## config.mk

```make
export PLATFORM = sky130hd
export DESIGN_NAME = clc_logic_cell
export DESIGN_NICKNAME = d
export VERILOG_FILES = /design/src/hdl/clc_pkg.sv /design/src/hdl/clc_src_mux.sv /design/src/hdl/clc_logic_cell.sv
export SDC_FILE = /design/constraint.sdc
export NUM_CORES = 1
export LEC_CHECK = 0
export BUFFER_PORTS_ARGS = -buffer_cell sky130_fd_sc_hd__buf_2
export CORE_MARGIN = 2
export CORE_UTILIZATION = 52
export CTS_CLUSTER_DIAMETER = 120
export DETAILED_ROUTE_END_ITERATION = 12
export GPL_ROUTABILITY_DRIVEN = 0
export GPL_TIMING_DRIVEN = 0
export PLACE_DENSITY = 0.86
export SYNTH_ARGS = -nofsm -noshare
export SYNTH_HDL_FRONTEND = slang
export SYNTH_SLANG_ARGS = --single-unit
```

## constraint.sdc

```tcl
create_clock -name clk -period 5.1 [get_ports clk]
set_input_delay 1.02 -clock clk [delete_from_list [all_inputs] [get_ports clk]]
set_output_delay 1.02 -clock clk [all_outputs]
set_load 0.05 [all_outputs]
```

## src/hdl/clc_pkg.sv

```systemverilog
// Package of register map, field layout and reset values for the logic cell input select
package clc_pkg;
  localparam int unsigned CLC_NUM_MUX = 4;
  localparam int unsigned CLC_SEL_W = 3;
  localparam int unsigned CLC_POOL_MAX = 32;
  localparam logic [3:0] CLC_OFS_SEL = 4'h0;
  localparam logic [3:0] CLC_OFS_GATE = 4'h4;
  localparam logic [3:0] CLC_OFS_CTRL = 4'h8;
  localparam logic [3:0] CLC_OFS_STAT = 4'hc;
  localparam int unsigned CLC_SEL_POS1 = 0;
  localparam int unsigned CLC_SEL_POS2 = 4;
  localparam int unsigned CLC_SEL_POS3 = 8;
  localparam int unsigned CLC_SEL_POS4 = 12;
  localparam logic [15:0] CLC_SEL_MASK = 16'h7777;
  localparam logic [15:0] CLC_SEL_RST = 16'h0000;
  localparam logic [15:0] CLC_GATE_RST = 16'h0000;
  localparam logic [2:0] CLC_CTRL_RST = 3'h0;
  typedef enum logic [1:0] {
    CLC_FN_AND = 2'b00,
    CLC_FN_OR = 2'b01,
    CLC_FN_XOR = 2'b10,
    CLC_FN_AO = 2'b11
  } clc_fn_t;
endpackage : clc_pkg

```

## src/hdl/clc_src_mux.sv

```systemverilog
// One data-source multiplexer picking a signal from its slice of the pool
module clc_src_mux
  import clc_pkg::*;
#(
  parameter int unsigned SEL_W = CLC_SEL_W
) (
  // Candidates and choice
  input wire logic [(1 << SEL_W)-1:0] cand,
  input wire logic [SEL_W-1:0] sel,
  // Picked signal
  output logic picked
);
  always_comb begin
    picked = cand[sel];
  end
endmodule : clc_src_mux

```

## src/hdl/clc_logic_cell.sv

```systemverilog
// Configurable logic cell: source muxes, input gates, logic function, Avalon-MM registers
// What this block does
// - Four input gates feed the selected function only
// - Candidate pool holds at most 32 signals
// - Four independent source muxes, own select each
// - Software picks which of two sources (its own and the next) drive each gate
// - Result drives peripherals and pins
// - Evaluates continuously without software action
//
// The placing of the registers and the Avalon-MM interface to the registers are this design's own decisions.
module clc_logic_cell
  import clc_pkg::*;
#(
  parameter int unsigned POOL = CLC_POOL_MAX
) (
  // Clock and reset
  input wire logic clk,
  input wire logic resetn,
  // Avalon-MM slave
  input wire logic [3:0] address,
  input wire logic read,
  input wire logic write,
  input wire logic [31:0] writedata,
  input wire logic [3:0] byteenable,
  output logic [31:0] readdata,
  output logic waitrequest,
  // Signal pool
  input wire logic [POOL-1:0] pool_in,
  // Cell result
  output logic cell_out,
  output logic cell_pin_out,
  output logic cell_pin_oe
);
  logic [15:0] sel_q, sel_d;
  logic [15:0] gate_q, gate_d;
  logic [2:0] ctrl_q, ctrl_d;
  logic [31:0] rdata_q, rdata_d;
  logic ack_q, ack_d;
  logic out_q, out_d;
  logic [3:0] ds;
  logic [3:0] gate;
  logic func;
  clc_fn_t fn;

  // Merge a byte-enabled write into a 16-bit register
  function automatic logic [15:0] merge16(input logic [15:0] old, input logic [31:0] wd,
                                          input logic [3:0] be);
    logic [15:0] r;
    r = old;
    if (be[0]) begin
      r[7:0] = wd[7:0];
    end
    if (be[1]) begin
      r[15:8] = wd[15:8];
    end
    return r;
  endfunction : merge16

  // Each mux sees eight pool signals; the four slices together cover 32
  genvar m;
  generate
    for (m = 0; m < CLC_NUM_MUX; m++) begin : g_mux
      logic [7:0] cand;
      always_comb begin
        for (int k = 0; k < 8; k++) begin
          cand[k] = ((m * 8 + k) < POOL) ? pool_in[(m * 8 + k) % POOL] : 1'b0;
        end
      end
      clc_src_mux #(.SEL_W(CLC_SEL_W)) u_mux (
        .cand(cand),
        .sel(sel_q[m*4 +: 3]),
        .picked(ds[m])
      );
    end
  endgenerate

  // Gate g takes true/negated enables for sources g and (g+1)%4 from gate_q[g*4 +: 4] pairs
  always_comb begin
    for (int g = 0; g < 4; g++) begin
      gate[g] = 1'b0;
      for (int s = 0; s < 2; s++) begin
        gate[g] = gate[g] | (gate_q[g*4 + s*2] & ds[(g + s) % 4])
                  | (gate_q[g*4 + s*2 + 1] & ~ds[(g + s) % 4]);
      end
    end
  end

  // Only the four gates reach the function
  always_comb begin
    fn = clc_fn_t'(ctrl_q[1:0]);
    case (fn)
      CLC_FN_AND: func = &gate;
      CLC_FN_OR: func = |gate;
      CLC_FN_XOR: func = ^gate;
      CLC_FN_AO: func = (gate[0] & gate[1]) | (gate[2] & gate[3]);
      default: func = 1'b0;
    endcase
  end

  // Bus and output next state
  always_comb begin
    sel_d = sel_q;
    gate_d = gate_q;
    ctrl_d = ctrl_q;
    rdata_d = rdata_q;
    ack_d = 1'b0;
    out_d = func;
    if ((read || write) && !ack_q) begin
      ack_d = 1'b1;
      if (write) begin
        case (address)
          CLC_OFS_SEL: sel_d = merge16(sel_q, writedata, byteenable) & CLC_SEL_MASK;
          CLC_OFS_GATE: gate_d = merge16(gate_q, writedata, byteenable);
          CLC_OFS_CTRL: begin
            if (byteenable[0]) begin
              ctrl_d = writedata[2:0];
            end
          end
          default: ctrl_d = ctrl_q;
        endcase
      end else begin
        case (address)
          CLC_OFS_SEL: rdata_d = {16'h0000, sel_q & CLC_SEL_MASK};
          CLC_OFS_GATE: rdata_d = {16'h0000, gate_q};
          CLC_OFS_CTRL: rdata_d = {29'h0000000, ctrl_q};
          CLC_OFS_STAT: rdata_d = {27'h0000000, gate, out_q};
          default: rdata_d = 32'h00000000;
        endcase
      end
    end
  end

  always_ff @(posedge clk or negedge resetn) begin
    if (!resetn) begin
      sel_q <= CLC_SEL_RST;
      gate_q <= CLC_GATE_RST;
      ctrl_q <= CLC_CTRL_RST;
      rdata_q <= 32'h00000000;
      ack_q <= 1'b0;
      out_q <= 1'b0;
    end else begin
      sel_q <= sel_d;
      gate_q <= gate_d;
      ctrl_q <= ctrl_d;
      rdata_q <= rdata_d;
      ack_q <= ack_d;
      out_q <= out_d;
    end
  end

  // One wait cycle lets read data come from a flop
  assign waitrequest = (read || write) && !ack_q;
  assign readdata = rdata_q;
  assign cell_out = out_q ^ ctrl_q[2];
  assign cell_pin_out = out_q ^ ctrl_q[2];
  assign cell_pin_oe = 1'b1;

  // Assertions
  sel_gaps_a: assert property (@(posedge clk) disable iff (!resetn)
    (sel_q & ~CLC_SEL_MASK) == 16'h0000) else $error("select gap bits set");
  sel_write_a: assert property (@(posedge clk) disable iff (!resetn)
    write && !waitrequest && address == CLC_OFS_SEL && byteenable[1:0] == 2'b11
    |=> sel_q == ($past(writedata[15:0]) & CLC_SEL_MASK)) else $error("select write lost");
  mux_pick_a: assert property (@(posedge clk) disable iff (!resetn)
    ds[0] == pool_in[sel_q[2:0]]) else $error("mux one wrong");
  mux_four_a: assert property (@(posedge clk) disable iff (!resetn)
    ds[3] == pool_in[24 + sel_q[14:12]]) else $error("mux four wrong");
  out_follow_a: assert property (@(posedge clk) disable iff (!resetn)
    out_q == $past(func)) else $error("output not tracking");
  gate_only_a: assert property (@(posedge clk) disable iff (!resetn)
    gate_q == 16'h0000 && fn == CLC_FN_OR |-> !func) else $error("function saw non-gate input");
  gate_true_a: assert property (@(posedge clk) disable iff (!resetn)
    gate_q[0] |-> (ds[0] -> gate[0])) else $error("gate enable ignored");
  pin_match_a: assert property (@(posedge clk) disable iff (!resetn)
    cell_pin_out == cell_out && cell_pin_oe) else $error("pin differs");
  bus_wait_a: assert property (@(posedge clk) disable iff (!resetn)
    (read || write) && !ack_q |-> waitrequest ##1 !waitrequest) else $error("bus stalls");
  wait_idle_a: assert property (@(posedge clk) disable iff (!resetn)
    !read && !write |-> !waitrequest) else $error("wait without request");

  // Middle muxes, so every slice of the pool is guarded
  mux_two_a: assert property (@(posedge clk) disable iff (!resetn)
    ds[1] == pool_in[8 + sel_q[6:4]]) else $error("mux two wrong");
  mux_three_a: assert property (@(posedge clk) disable iff (!resetn)
    ds[2] == pool_in[16 + sel_q[10:8]]) else $error("mux three wrong");

  // Gate decode and function choice
  gate_neg_a: assert property (@(posedge clk) disable iff (!resetn)
    gate_q[1] && !ds[0] |-> gate[0]) else $error("negated enable ignored");
  gate_off_a: assert property (@(posedge clk) disable iff (!resetn)
    gate_q[3:0] == 4'h0 |-> !gate[0]) else $error("disabled gate active");
  fn_and_a: assert property (@(posedge clk) disable iff (!resetn)
    fn == CLC_FN_AND |-> func == &gate) else $error("and function wrong");
  fn_xor_a: assert property (@(posedge clk) disable iff (!resetn)
    fn == CLC_FN_XOR |-> func == ^gate) else $error("xor function wrong");

  // Register side: writes land once, reads show what is held
  sel_hold_a: assert property (@(posedge clk) disable iff (!resetn)
    !(write && address == CLC_OFS_SEL) |=> $stable(sel_q)) else $error("select changed");
  ctrl_write_a: assert property (@(posedge clk) disable iff (!resetn)
    write && !ack_q && address == CLC_OFS_CTRL && byteenable[0]
    |=> ctrl_q == $past(writedata[2:0])) else $error("control write lost");
  sel_read_a: assert property (@(posedge clk) disable iff (!resetn)
    read && !waitrequest && address == CLC_OFS_SEL
    |-> readdata == {16'h0000, sel_q}) else $error("select read wrong");
  stat_read_a: assert property (@(posedge clk) disable iff (!resetn)
    read && !waitrequest && address == CLC_OFS_STAT
    |-> readdata[31:5] == 27'h0000000) else $error("status upper bits set");
  rdata_hold_a: assert property (@(posedge clk) disable iff (!resetn)
    !read |=> $stable(readdata)) else $error("read data moved");

  // Covers for the main scenarios
  sel_rd_c: cover property (@(posedge clk) disable iff (!resetn)
    read && !waitrequest && address == CLC_OFS_SEL);
  out_rise_c: cover property (@(posedge clk) disable iff (!resetn) $rose(out_q));
  xor_fn_c: cover property (@(posedge clk) disable iff (!resetn) fn == CLC_FN_XOR && func);
  inv_out_c: cover property (@(posedge clk) disable iff (!resetn)
    ctrl_q[2] && cell_out);
  sel_wr_c: cover property (@(posedge clk) disable iff (!resetn)
    write && !waitrequest && address == CLC_OFS_SEL);
endmodule : clc_logic_cell

```

==> results of run 1 <==
-- layout make-up --
cell class,instances,area (µm²),area share (%)
clock buffers,6,82.6,2.47
flip-flops and latches,49,1230,36.7
plain buffers,30,195,5.85
inverters,5,18.8,0.562
repair buffers,74,370,11.1
well taps,70,87.6,2.62
clock inverters,2,37.5,1.12
multi-input cells,175,1320,39.5
-- sequential cells by signal, indices dropped and copies added (netlist names) --
register  cells
gate_q       16
out_q         1
ack_q         1
sel_q        12
ctrl_q        3
readdata     16
-- kinds of logic (layout without fill, tap and decap cells) --
logic type	count (synthesis)	count (layout)	share of synthesized area (%)
adders and majority gates	4	4	1.85
other	2	17	0.278
DFF	49	49	45.4
AOI/OAI and AO/OA	24	24	6.53
xor gates and xnor gates	2	2	0.648
and+or+nand+nor	70	70	11.9
buffers and inverters	35	117	7.92
muxes	58	58	25.5
-- stage by stage --
stage               hold WS, ps  total power (W)  std cells
floorplan                   482         0.000840        259
global placement            449         0.000936        403
detailed placement          455         0.000954        403
CTS                         468          0.00124        411
global route                499          0.00130        411
finish                      467          0.00124        411
-- synthesized netlist by cell type --
library cell	n
sky130_fd_sc_hd__nor3_1	2
sky130_fd_sc_hd__inv_1	3
sky130_fd_sc_hd__nor2b_1	4
sky130_fd_sc_hd__a221o_1	2
sky130_fd_sc_hd__mux2_1	1
sky130_fd_sc_hd__conb_1	2
sky130_fd_sc_hd__xnor2_1	1
sky130_fd_sc_hd__xor2_1	1
sky130_fd_sc_hd__mux2i_1	19
sky130_fd_sc_hd__dfrtp_1	49
sky130_fd_sc_hd__nor2_1	27
sky130_fd_sc_hd__a21oi_1	4
sky130_fd_sc_hd__and3_1	5
sky130_fd_sc_hd__mux2_4	1
sky130_fd_sc_hd__a22oi_1	1
sky130_fd_sc_hd__nand4b_1	1
sky130_fd_sc_hd__nand3b_1	1
sky130_fd_sc_hd__o21ai_0	4
sky130_fd_sc_hd__nand3_1	5
sky130_fd_sc_hd__mux2_2	32
sky130_fd_sc_hd__ha_1	4
sky130_fd_sc_hd__a211o_1	2
sky130_fd_sc_hd__and2_1	2
sky130_fd_sc_hd__clkbuf_1	7
sky130_fd_sc_hd__or2_2	1
sky130_fd_sc_hd__mux4_2	5
sky130_fd_sc_hd__or3_1	1
sky130_fd_sc_hd__o22ai_1	2
sky130_fd_sc_hd__a221oi_1	8
sky130_fd_sc_hd__buf_4	19
sky130_fd_sc_hd__nor4_2	1
sky130_fd_sc_hd__nand2_1	20
sky130_fd_sc_hd__buf_6	1
sky130_fd_sc_hd__a2bb2oi_1	1
sky130_fd_sc_hd__buf_2	3
sky130_fd_sc_hd__inv_2	2
-- power groups by stage --
stage          sequential, W  clock [W]  combinational [W]
2_1_floorplan       0.000564          0           0.000275
3_3_place_gp        0.000506          0           0.000430
4_1_cts             0.000503   0.000293           0.000447
5_1_grt             0.000511   0.000307           0.000478
3_5_place_dp        0.000510          0           0.000444
6_report            0.000504   0.000290           0.000445
-- how the worst max path moves through the flow --
stage                      from    end  slack, ps
floorplan            pool_in[7]  out_q       2140
global placement     pool_in[7]  out_q       1940
detailed placement  pool_in[31]  out_q       1870
CTS                  pool_in[7]  out_q       2190
global route        pool_in[31]  out_q       2010
finish               pool_in[7]  out_q       2200
-- routing by layer --
metal  vias up  global-route usage (%)  part of all wire, %
li1       1019                       -                    -
met4         0                    9.45                  1.8
met5         -                       0                    0
met3        11                    5.09                  6.4
met1      1053                    26.4                   39
met2        77                    38.9                   53
==> run_results.csv, run 1 <==
group,metric,value,unit
outcome,status,"finished clean",
yosys,synth-seq-cells,49,
floorplanning,design.die.area,5790,µm²
final_layout,layout_commonest_cell,"sky130_fd_sc_hd__buf_2",
detailed_routing,final_antenna_net_count,0,
clock_network,cts_hold_buf,0,
worst_hold_path,count_of_cells_along_the_worst_hold_path,1,
sta,tightest_slew,1060,ps
clock_network,clkTransAtPathRegs,90,ps
final_layout,drive_gt1_share,43.1,%
clock_network,number_of_buffers_created_by_cts,5,
placed_design,post-dp-hpwl,4800,µm
sta,timing_hold_violations_final,0,
grt,via_count_of_the_first_global_routing_pass,2144,
yosys,yosys-top-cells-area,"sky130_fd_sc_hd__dfrtp_1, sky130_fd_sc_hd__mux2_2, sky130_fd_sc_hd__mux2i_1, sky130_fd_sc_hd__buf_4, sky130_fd_sc_hd__mux4_2",
sta,report.final.slew_viol_count,0,
worst_hold_path,hold_end,"ack_q",
worst_setup_path,reg2reg_from,"sel_q[10]",
power,power.density,371,nW/µm²
sta,finalClockSkew,8.11,ps
clock_network,cts_tree,"built",
worst_hold_path,beginning_of_the_worst_hold_path,"ack_q",
grt,grt_first_pass_wirelength,10100,µm
yosys,synth-warning-count,0,
final_layout,filler_cell_count,408,
grt,global_route.overflow_total,0,
worst_setup_path,critical_path_arrival,3130,ps
yosys,synth_sequential_area_ratio,45.4,%
worst_setup_path,worst_setup_start_kind,"input port",
worst_setup_path,capture_instance_of_the_worst_register_to_register_path,"out_q",
detailed_routing,finalWirelength,6240,µm
yosys,synth_area_per_cell,11.1,µm²
placed_design,post-place-ws,1870,ps
job,max-cap-violations,0,
placed_design,numPortBuffers,74,
worst_setup_path,timing.critical_path.mode_cell,"sky130_fd_sc_hd__a21oi_1",
clock_network,clock_tree.htree_level_count,2,
sta,grt_setup_unrepaired,"false",
clock_network,clockRootBuffer,"sky130_fd_sc_hd__clkbuf_8",
worst_setup_path,ff2ff_path_depth,10,
floorplanning,die_width,76.1,µm
yosys,area_leader_netlist,"sky130_fd_sc_hd__dfrtp_1",
power,max-vdd-ir-drop,0.000150,V
final_layout,antennaDiodeCount,0,
floorplanning,fp-row-count,26,
yosys,netlist_instances,244,
power,power.internal,0.000786,W
worst_setup_path,slowest_delay,520,ps
detailed_routing,vias_per_cell,5.26,
floorplanning,fp.dieH,76.1,µm
power,power_frac_comb,35.9,%
sta,fin_crit_sh,56.9,%
final_layout,final_design_area_no_fill,3340,µm²
placed_design,placed_cell_area,3220,µm²
grt,grtUsageTotal,22.3,%
clock_network,post_cts_resized,0,
worst_setup_path,reg2reg_setup_slack,2400,ps
clock_network,clkSinkCount,49,
worst_hold_path,worst_min_path_class,"register to register",
yosys,netlist-cell-type-count,36,
sta,worst_slew_margin_relative_to_its_limit,29.1,%
floorplanning,starting_density_of_the_core,53.3,%
power,power_switching,0.000451,W
power,share_of_total_power_in_sequential_cells,40.7,%
final_layout,num-nets-final,420,
floorplanning,ios,112,
worst_setup_path,timing.critical_path.fanout_max,2,
sta,setup_viol,0,
worst_setup_path,worst_ep_required_time,5320,ps
floorplanning,core_region_area,5070,µm²
final_layout,layout.cells.most_common_list,"sky130_fd_sc_hd__buf_2, sky130_fd_sc_hd__dfrtp_1, sky130_fd_sc_hd__mux2_2, sky130_fd_sc_hd__nor2_1, sky130_fd_sc_hd__nand2_1",
detailed_routing,routed-via-count,2160,
sta,fmax,0.344,GHz
worst_setup_path,worst_path_depth,10,
worst_setup_path,critPathCaptureType,"register",
sta,finalSetupTns,0,ps
detailed_routing,route.detailed.wl_per_inst,15.2,µm
sta,fin_worst_setup_slack,2200,ps
power,swShare,36.5,%
yosys,synth_top_cell_area_share,45.4,%
clock_network,postCtsSetupRepairBufs,0,
worst_setup_path,crit_path_cell_trace,"buf_2, mux2i_1, mux4_2, mux2_4, a211o_1, ha_1, xnor2_1, a21oi_1, o21ai_0, a21oi_1",
worst_setup_path,timing.critical_path.max_delay_family,"multiplexers",
yosys,syn_area,2700,µm²
worst_setup_path,cp.buffers_inverters,1,
final_layout,finish.utilization,65.8,%
final_layout,synthToLayoutAreaGrowth,23.5,%
sta,period_needed,2900,ps
worst_setup_path,critical-path-slowest-cell,"sky130_fd_sc_hd__mux4_2",
detailed_routing,drtPass1Iterations,4,
power,static-leakage-power,1.73,nW
grt,number_of_antenna_violations_at_the_first_check_in_global_routing,0,
power,power_frac_clock,23.4,%
clock_network,clkLatencyLatePin,310,ps
detailed_routing,detail_route.drc_violations,0,
worst_setup_path,timing.setup.critical_path_class,"input port to register",
detailed_routing,drt_iter0_drc,150,
grt,largest_net_degree_at_the_start_of_global_routing,50,
clock_network,clockBufferDepth,2,
(Power assumes the default switching activity.)
==> inputs of run 2 (changes only) <==
--- a/config.mk
+++ b/config.mk
@@ -5,14 +5,15 @@
 export SDC_FILE = /design/constraint.sdc
 export NUM_CORES = 1
 export LEC_CHECK = 0
+export ABC_AREA = 1
 export BUFFER_PORTS_ARGS = -buffer_cell sky130_fd_sc_hd__buf_2
 export CORE_MARGIN = 2
-export CORE_UTILIZATION = 52
+export CORE_UTILIZATION = 44
 export CTS_CLUSTER_DIAMETER = 120
 export DETAILED_ROUTE_END_ITERATION = 12
 export GPL_ROUTABILITY_DRIVEN = 0
 export GPL_TIMING_DRIVEN = 0
-export PLACE_DENSITY = 0.86
+export PLACE_DENSITY = 0.76
 export SYNTH_ARGS = -nofsm -noshare
 export SYNTH_HDL_FRONTEND = slang
 export SYNTH_SLANG_ARGS = --single-unit
==> constraint.sdc (replaced) <==
create_clock -name clk -period 2.5 [get_ports clk]
set_input_delay 0.5 -clock clk [delete_from_list [all_inputs] [get_ports clk]]
set_output_delay 0.5 -clock clk [all_outputs]
set_load 0.05 [all_outputs]
==> run 2 against run 1 <==
Effect of this change:
- largest cell class unchanged
- synthesized cell count rose by 67%
- final cell count rose by 42%
- utilization fell by 10 points
- critical path type is now register to register
==> run_results.csv, run 2 <==
group,metric,value,unit
worst_setup_path,worst_ep_required_time,2710,ps
floorplanning,core_region_area,6350,µm²
yosys,netlist_instances,407,
final_layout,drive_gt1_share,24.9,%
worst_setup_path,critical_path_arrival,2270,ps
worst_setup_path,reg2reg_setup_slack,440,ps
power,power.density,623,nW/µm²
grt,grtUsageTotal,20.3,%
clock_network,post_cts_resized,0,
worst_setup_path,cp.buffers_inverters,2,
sta,finalSetupTns,0,ps
yosys,postSynth.topFlopCell,"sky130_fd_sc_hd__dfrtp_1",
yosys,yosys.cell_count.top_type,"sky130_fd_sc_hd__nand2_1",
yosys,number_of_synthesized_flops_with_an_enable_pin,0,
yosys,synth_area_per_cell,7.14,µm²
detailed_routing,drt_iter0_drc,151,
worst_setup_path,critPathCaptureType,"register",
worst_setup_path,ff2ff_path_depth,13,
detailed_routing,finalWirelength,6890,µm
final_layout,layout.cells.most_common_list,"sky130_fd_sc_hd__nand2_1, sky130_fd_sc_hd__buf_2, sky130_fd_sc_hd__inv_1, sky130_fd_sc_hd__dfrtp_1, sky130_fd_sc_hd__nand3_1",
yosys,synth-async-reset-ratio,100,%
yosys,synth-warning-count,0,
yosys,netlist-cell-type-count,32,
grt,global_route.overflow_total,0,
clock_network,clockBufferDepth,2,
worst_setup_path,capture_instance_of_the_worst_register_to_register_path,"out_q",
final_layout,register_area,1230,µm²
detailed_routing,route.detailed.wl_per_inst,11.8,µm
floorplanning,starting_density_of_the_core,45.7,%
floorplanning,fp.dieH,85.2,µm
clock_network,clkTransAtPathRegs,90,ps
sta,setup_viol,0,
floorplanning,die_width,85.2,µm
detailed_routing,detail_route.drc_violations,0,
yosys,yosys-top-cells-area,"sky130_fd_sc_hd__dfrtp_1, sky130_fd_sc_hd__nand2_1, sky130_fd_sc_hd__inv_1, sky130_fd_sc_hd__nand3_1, sky130_fd_sc_hd__o21ai_1",
sta,report.final.slew_viol_count,0,
power,static-leakage-power,2.09,nW
placed_design,post-dp-hpwl,5410,µm
sta,grt_setup_unrepaired,"false",
sta,fin_worst_setup_slack,445,ps
clock_network,clockRootBuffer,"sky130_fd_sc_hd__clkbuf_8",
clock_network,clock_tree.htree_level_count,2,
final_layout,synthToLayoutAreaGrowth,21.1,%
floorplanning,design.die.area,7270,µm²
grt,grt_first_pass_wirelength,11800,µm
grt,number_of_antenna_violations_at_the_first_check_in_global_routing,0,
clock_network,cts_tree,"built",
worst_setup_path,critical-path-slowest-cell,"sky130_fd_sc_hd__dfrtp_1",
worst_setup_path,slowest_delay,460,ps
grt,largest_net_degree_at_the_start_of_global_routing,50,
sta,fmax,0.487,GHz
clock_network,postCtsSetupRepairBufs,0,
placed_design,numPortBuffers,76,
worst_setup_path,timing.critical_path.fanout_max,6,
power,max-vdd-ir-drop,0.000547,V
sta,tightest_slew,1070,ps
detailed_routing,vias_per_cell,4.77,
yosys,syn_area,2900,µm²
floorplanning,ios,112,
yosys,synth_top_cell_area_share,42.2,%
final_layout,multiInputGateArea,1270,µm²
sta,finalClockSkew,4.18,ps
yosys,synthTopCellsByCount,"sky130_fd_sc_hd__nand2_1, sky130_fd_sc_hd__inv_1, sky130_fd_sc_hd__dfrtp_1",
floorplanning,fp-row-count,29,
worst_hold_path,worst_min_path_class,"input port to async pin",
detailed_routing,final_antenna_net_count,0,
sta,timing_hold_violations_final,0,
worst_setup_path,timing.critical_path.max_delay_family,"simple AND/OR/NAND/NOR gates",
clock_network,clkSinkCount,49,
final_layout,num-nets-final,585,
worst_setup_path,worst_setup_start_kind,"register",
grt,via_count_of_the_first_global_routing_pass,2696,
final_layout,antennaDiodeCount,0,
detailed_routing,routed-via-count,2779,
clock_network,number_of_buffers_created_by_cts,5,
job,max-cap-violations,0,
sta,period_needed,2060,ps
sta,worst_slew_margin_relative_to_its_limit,29.0,%
worst_setup_path,timing.critical_path.mode_cell,"sky130_fd_sc_hd__nand2_1",
yosys,synth-seq-cells,49,
yosys,synth_sequential_area_ratio,42.2,%
clock_network,cts_hold_buf,0,
sta,fin_crit_sh,82.2,%
outcome,status,"finished clean",
final_layout,layout_commonest_cell,"sky130_fd_sc_hd__nand2_1",
worst_setup_path,timing.setup.critical_path_class,"register to register",
worst_setup_path,crit_path_cell_trace,"inv_2, nand2_1, nand3_1, nand3_1, nand2_1, nand2_1, o21ai_1, nand2_1, inv_1, ha_1, xor2_1, nand2_1, a22oi_1",
placed_design,post-place-ws,384,ps
detailed_routing,drtPass1Iterations,5,
worst_setup_path,reg2reg_from,"sel_q[12]",
final_layout,filler_cell_count,625,
clock_network,clkLatencyLatePin,300,ps
yosys,area_leader_netlist,"sky130_fd_sc_hd__dfrtp_1",
## run 2: cell types whose count changed after synthesis, sizes merged, moves of 7 or more
cell    delta
nor2      -15
o21ai     +32
mux2      -33
a221oi     -7
nand3     +32
inv       +71
nand2    +123
mux2i     -19
## run 2: power breakdown
part	internal (W)	switching, W	total, W
combinational	0.000263	0.000513	0.000775
sequential	0.000885	0.0000828	0.000968
clock	0.000199	0.000250	0.000449
total	0.00135	0.000845	0.00219
## run 2: layout make-up
type,instances,area share [%]
tap,77,2.74
buffer,26,5.02
inverter,76,8.11
clock buffer,8,2.28
sequential,49,34.9
multi-input combinational,271,36.2
timing repair buffer,76,10.8
## run 2: worst reg2reg max path: stages (launching register included)
cell and delay [ps]:
sky130_fd_sc_hd__dfrtp_1 460, sky130_fd_sc_hd__inv_2 120, sky130_fd_sc_hd__nand2_1 60, sky130_fd_sc_hd__nand3_1 70, sky130_fd_sc_hd__nand3_1 120, sky130_fd_sc_hd__nand2_1 130, sky130_fd_sc_hd__nand2_1 70, sky130_fd_sc_hd__o21ai_1 110
sky130_fd_sc_hd__nand2_1 130, sky130_fd_sc_hd__inv_1 80, sky130_fd_sc_hd__ha_1 230, sky130_fd_sc_hd__xor2_1 180, sky130_fd_sc_hd__nand2_1 70, sky130_fd_sc_hd__a22oi_1 180
## run 2: logic make-up (layout without fill, tap and decap cells)
kind of cell | count (synthesis) | count (layout) | synth area share (%)
buffers and inverters | 102 | 186 | 15.9
AND/OR/NAND/NOR | 197 | 197 | 29.5
AO/OA/AOI/OAI | 50 | 50 | 9.44
XOR/XNOR | 2 | 2 | 0.603
multiplexers | 1 | 1 | 0.388
adder cells (fa/ha/maj) | 4 | 4 | 1.72
flip-flops | 49 | 49 | 42.2
other | 2 | 17 | 0.259
## run 2: worst max-delay path by stage
| stage | end | startpoint | slack (ps) | depth (start not counted) |
|---|---|---|---|---|
| 2_1_floorplan | cell_pin_out | ctrl_q[2] | 450 | 2 |
| 3_3_place_gp | out_q | pool_in[17] | 450 | 12 |
| 3_5_place_dp | out_q | pool_in[31] | 380 | 14 |
| 4_1_cts | out_q | sel_q[12] | 450 | 13 |
| 5_1_grt | out_q | sel_q[12] | 210 | 13 |
| 6_report | out_q | sel_q[12] | 440 | 13 |
## run 2: metrics by stage
step                area (µm²)  utilization, %  instances  hold WS, ps  power [W]
floorplan                 2960               -        422          204    0.00155
global placement          3440            54.1        575          460    0.00173
detailed placement        3440            54.1        575          460    0.00176
CTS                       3520            55.4        583          426    0.00219
global route              3520            55.4        583          421    0.00234
finish                    3520            55.4        583          389    0.00219
## run 2: per-layer routing
metal / up-vias / share of wire (%) / track usage [%]
met1: 1250 / 43 / 26.7
met3: 13 / 6.7 / 3.31
met2: 102 / 48 / 33.4
met4: 0 / 2.0 / 8.08
met5: - / 0 / 0
li1: 1414 / - / -
==> inputs of run 3 (changes only) <==
==> constraint.sdc (replaced) <==
create_clock -name clk -period 1.67 [get_ports clk]
set_input_delay 0.334 -clock clk [delete_from_list [all_inputs] [get_ports clk]]
set_output_delay 0.334 -clock clk [all_outputs]
set_load 0.05 [all_outputs]
==> run 3 against run 2 <==
Effect of this change:
- the run now ends with setup timing left
- wire length up 1.7%
- critical endpoint unchanged
- first-iteration DRC count up 9.3%
- largest cell class unchanged
- worst hold slack got worse by 160 ps
- via count down 0.29%
- critical path type unchanged
- largest power group unchanged
- setup slack worse by 710 ps
- global-route usage decreased by 0.30 points
- sequential power rose by 51%
==> run_results.csv, run 3 (synthesis gave the netlist of run 2 again) <==
group,metric,value,unit
final_layout,finalNonFillerCells,585,
grt,grt_first_pass_wirelength,11700,µm
detailed_routing,finalWirelength,7000,µm
final_layout,layout.cells.most_common_list,"sky130_fd_sc_hd__nand2_1, sky130_fd_sc_hd__buf_2, sky130_fd_sc_hd__inv_1, sky130_fd_sc_hd__dfrtp_1, sky130_fd_sc_hd__o21ai_1",
sta,grt_setup_unrepaired,"true",
power,power.density,941,nW/µm²
worst_setup_path,critical_path_arrival,2160,ps
detailed_routing,route.detailed.wl_per_inst,12.0,µm
placed_design,total_placed_cells_including_tap_cells,575,
floorplanning,ios,112,
sta,period_needed,1930,ps
detailed_routing,final_antenna_net_count,0,
placed_design,numPortBuffers,76,
final_layout,layout_commonest_cell,"sky130_fd_sc_hd__nand2_1",
floorplanning,fp.dieH,85.2,µm
sta,report.final.slew_viol_count,0,
worst_setup_path,worst_ep_required_time,1890,ps
worst_setup_path,reg2reg_setup_slack,-260,ps
job,max-cap-violations,0,
clock_network,clockBufferDepth,2,
sta,fin_worst_setup_slack,-262,ps
floorplanning,fp-row-count,29,
sta,fin_crit_sh,116,%
grt,via_count_of_the_first_global_routing_pass,2636,
worst_setup_path,worst_setup_start_kind,"register",
placed_design,post-dp-hpwl,5370,µm
power,static-leakage-power,2.11,nW
sta,tightest_slew,1080,ps
clock_network,clkTransAtPathRegs,90,ps
grt,grtUsageTotal,20.0,%
detailed_routing,drt_iter0_drc,165,
grt,number_of_antenna_violations_at_the_first_check_in_global_routing,0,
placed_design,post-place-ws,-294,ps
clock_network,clockRootBuffer,"sky130_fd_sc_hd__clkbuf_8",
final_layout,num-nets-final,587,
grt,global_route.overflow_total,0,
detailed_routing,routed-via-count,2771,
sta,finalSetupTns,-262,ps
detailed_routing,vias_per_cell,4.74,
floorplanning,starting_density_of_the_core,45.7,%
final_layout,antennaDiodeCount,0,
clock_network,clock_tree.htree_level_count,2,
clock_network,cts_tree,"built",
clock_network,number_of_buffers_created_by_cts,5,
detailed_routing,detail_route.drc_violations,0,
worst_setup_path,timing.setup.critical_path_class,"register to register",
clock_network,clkSinkCount,49,
power,max-vdd-ir-drop,0.000890,V
sta,worst_slew_margin_relative_to_its_limit,28.2,%
clock_network,cts_hold_buf,0,
sta,finalClockSkew,9.72,ps
grt,largest_net_degree_at_the_start_of_global_routing,50,
sta,timing_hold_violations_final,0,
floorplanning,design.die.area,7270,µm²
worst_hold_path,worst_min_path_class,"input port to async pin",
worst_setup_path,timing.critical_path.fanout_max,7,
clock_network,clkLatencyLatePin,310,ps
worst_setup_path,critPathCaptureType,"register",
floorplanning,core_region_area,6350,µm²
outcome,failed_checks,"setup timing",
final_layout,synthToLayoutAreaGrowth,25.3,%
sta,fmax,0.518,GHz
floorplanning,die_width,85.2,µm
detailed_routing,drtPass1Iterations,4,
sta,setup_viol,1,
outcome,status,"finished, violations left",
final_layout,drive_gt1_share,29.7,%
run 3: cell count changes in the layout (fill, tap and decap cells not counted), sizes merged:
cell / previous run / this run
clkinvlp: 0 / 2
run 3: layer usage:
layer	GRT usage [%]	vias to the layer above	wire length, µm
met5	0	-	0
met4	6.49	0	75
met3	3.60	8	540
met2	32.5	97	3300
met1	27.0	1251	3090
li1	-	1415	-
run 3: area by class of cell:
class | count | area, µm²
clock inverters | 2 | 15.0
plain buffers | 26 | 176
well taps | 77 | 96.3
fillers | 607 | 2710
inverters | 76 | 290
repair buffers | 78 | 400
flip-flops and latches | 49 | 1230
multi-input cells | 271 | 1360
clock buffers | 6 | 72.6
run 3: through the flow:
| stage | power (W) | hold slack (ps) | area [µm²] | utilization (%) |
|---|---|---|---|---|
| floorplan | 0.00233 | 38.4 | 2970 | - |
| finish | 0.00342 | 225 | 3640 | 57.3 |
| detailed placement | 0.00262 | 465 | 3440 | 54.2 |
| CTS | 0.00340 | 248 | 3610 | 56.9 |
| global route | 0.00364 | 240 | 3640 | 57.3 |
| global placement | 0.00259 | 466 | 3440 | 54.2 |
run 3: worst paths after layout:
check	start	to	cells after the start
setup / recovery	sel_q[8]	out_q	13
hold / removal	resetn	readdata[10]	1
setup reg to reg	sel_q[8]	out_q	13
hold reg to reg	readdata[10]	readdata[10]	2
max in group asynchronous	resetn	sel_q[12]	1
min in group clk	writedata[11]	gate_q[11]	2
run 3: power by group:
group | leakage, nW | internal [W] | switching (W)
clock | 0.0374 | 0.000295 | 0.000402
combinational | 1.43 | 0.000459 | 0.000809
sequential | 0.644 | 0.00133 | 0.000132
run 3: worst max-delay path: stages, from the launching register on:
cell	delay (ps)
sky130_fd_sc_hd__dfrtp_2	460
sky130_fd_sc_hd__buf_4	150
sky130_fd_sc_hd__nand2_1	60
sky130_fd_sc_hd__nand3_1	80
sky130_fd_sc_hd__nand3_2	120
sky130_fd_sc_hd__nand2_2	70
sky130_fd_sc_hd__nand2_1	50
sky130_fd_sc_hd__nand2_1	50
sky130_fd_sc_hd__nand2_2	80
sky130_fd_sc_hd__inv_2	50
sky130_fd_sc_hd__ha_4	250
sky130_fd_sc_hd__xor2_1	160
sky130_fd_sc_hd__nand2_1	80
sky130_fd_sc_hd__a22oi_1	180
run 3: repair_timing:
action,in CTS,in global routing
resized for setup,14,11
pin swaps,12,6
buffers inserted,2,0
endpoints found under the setup margin,1,5
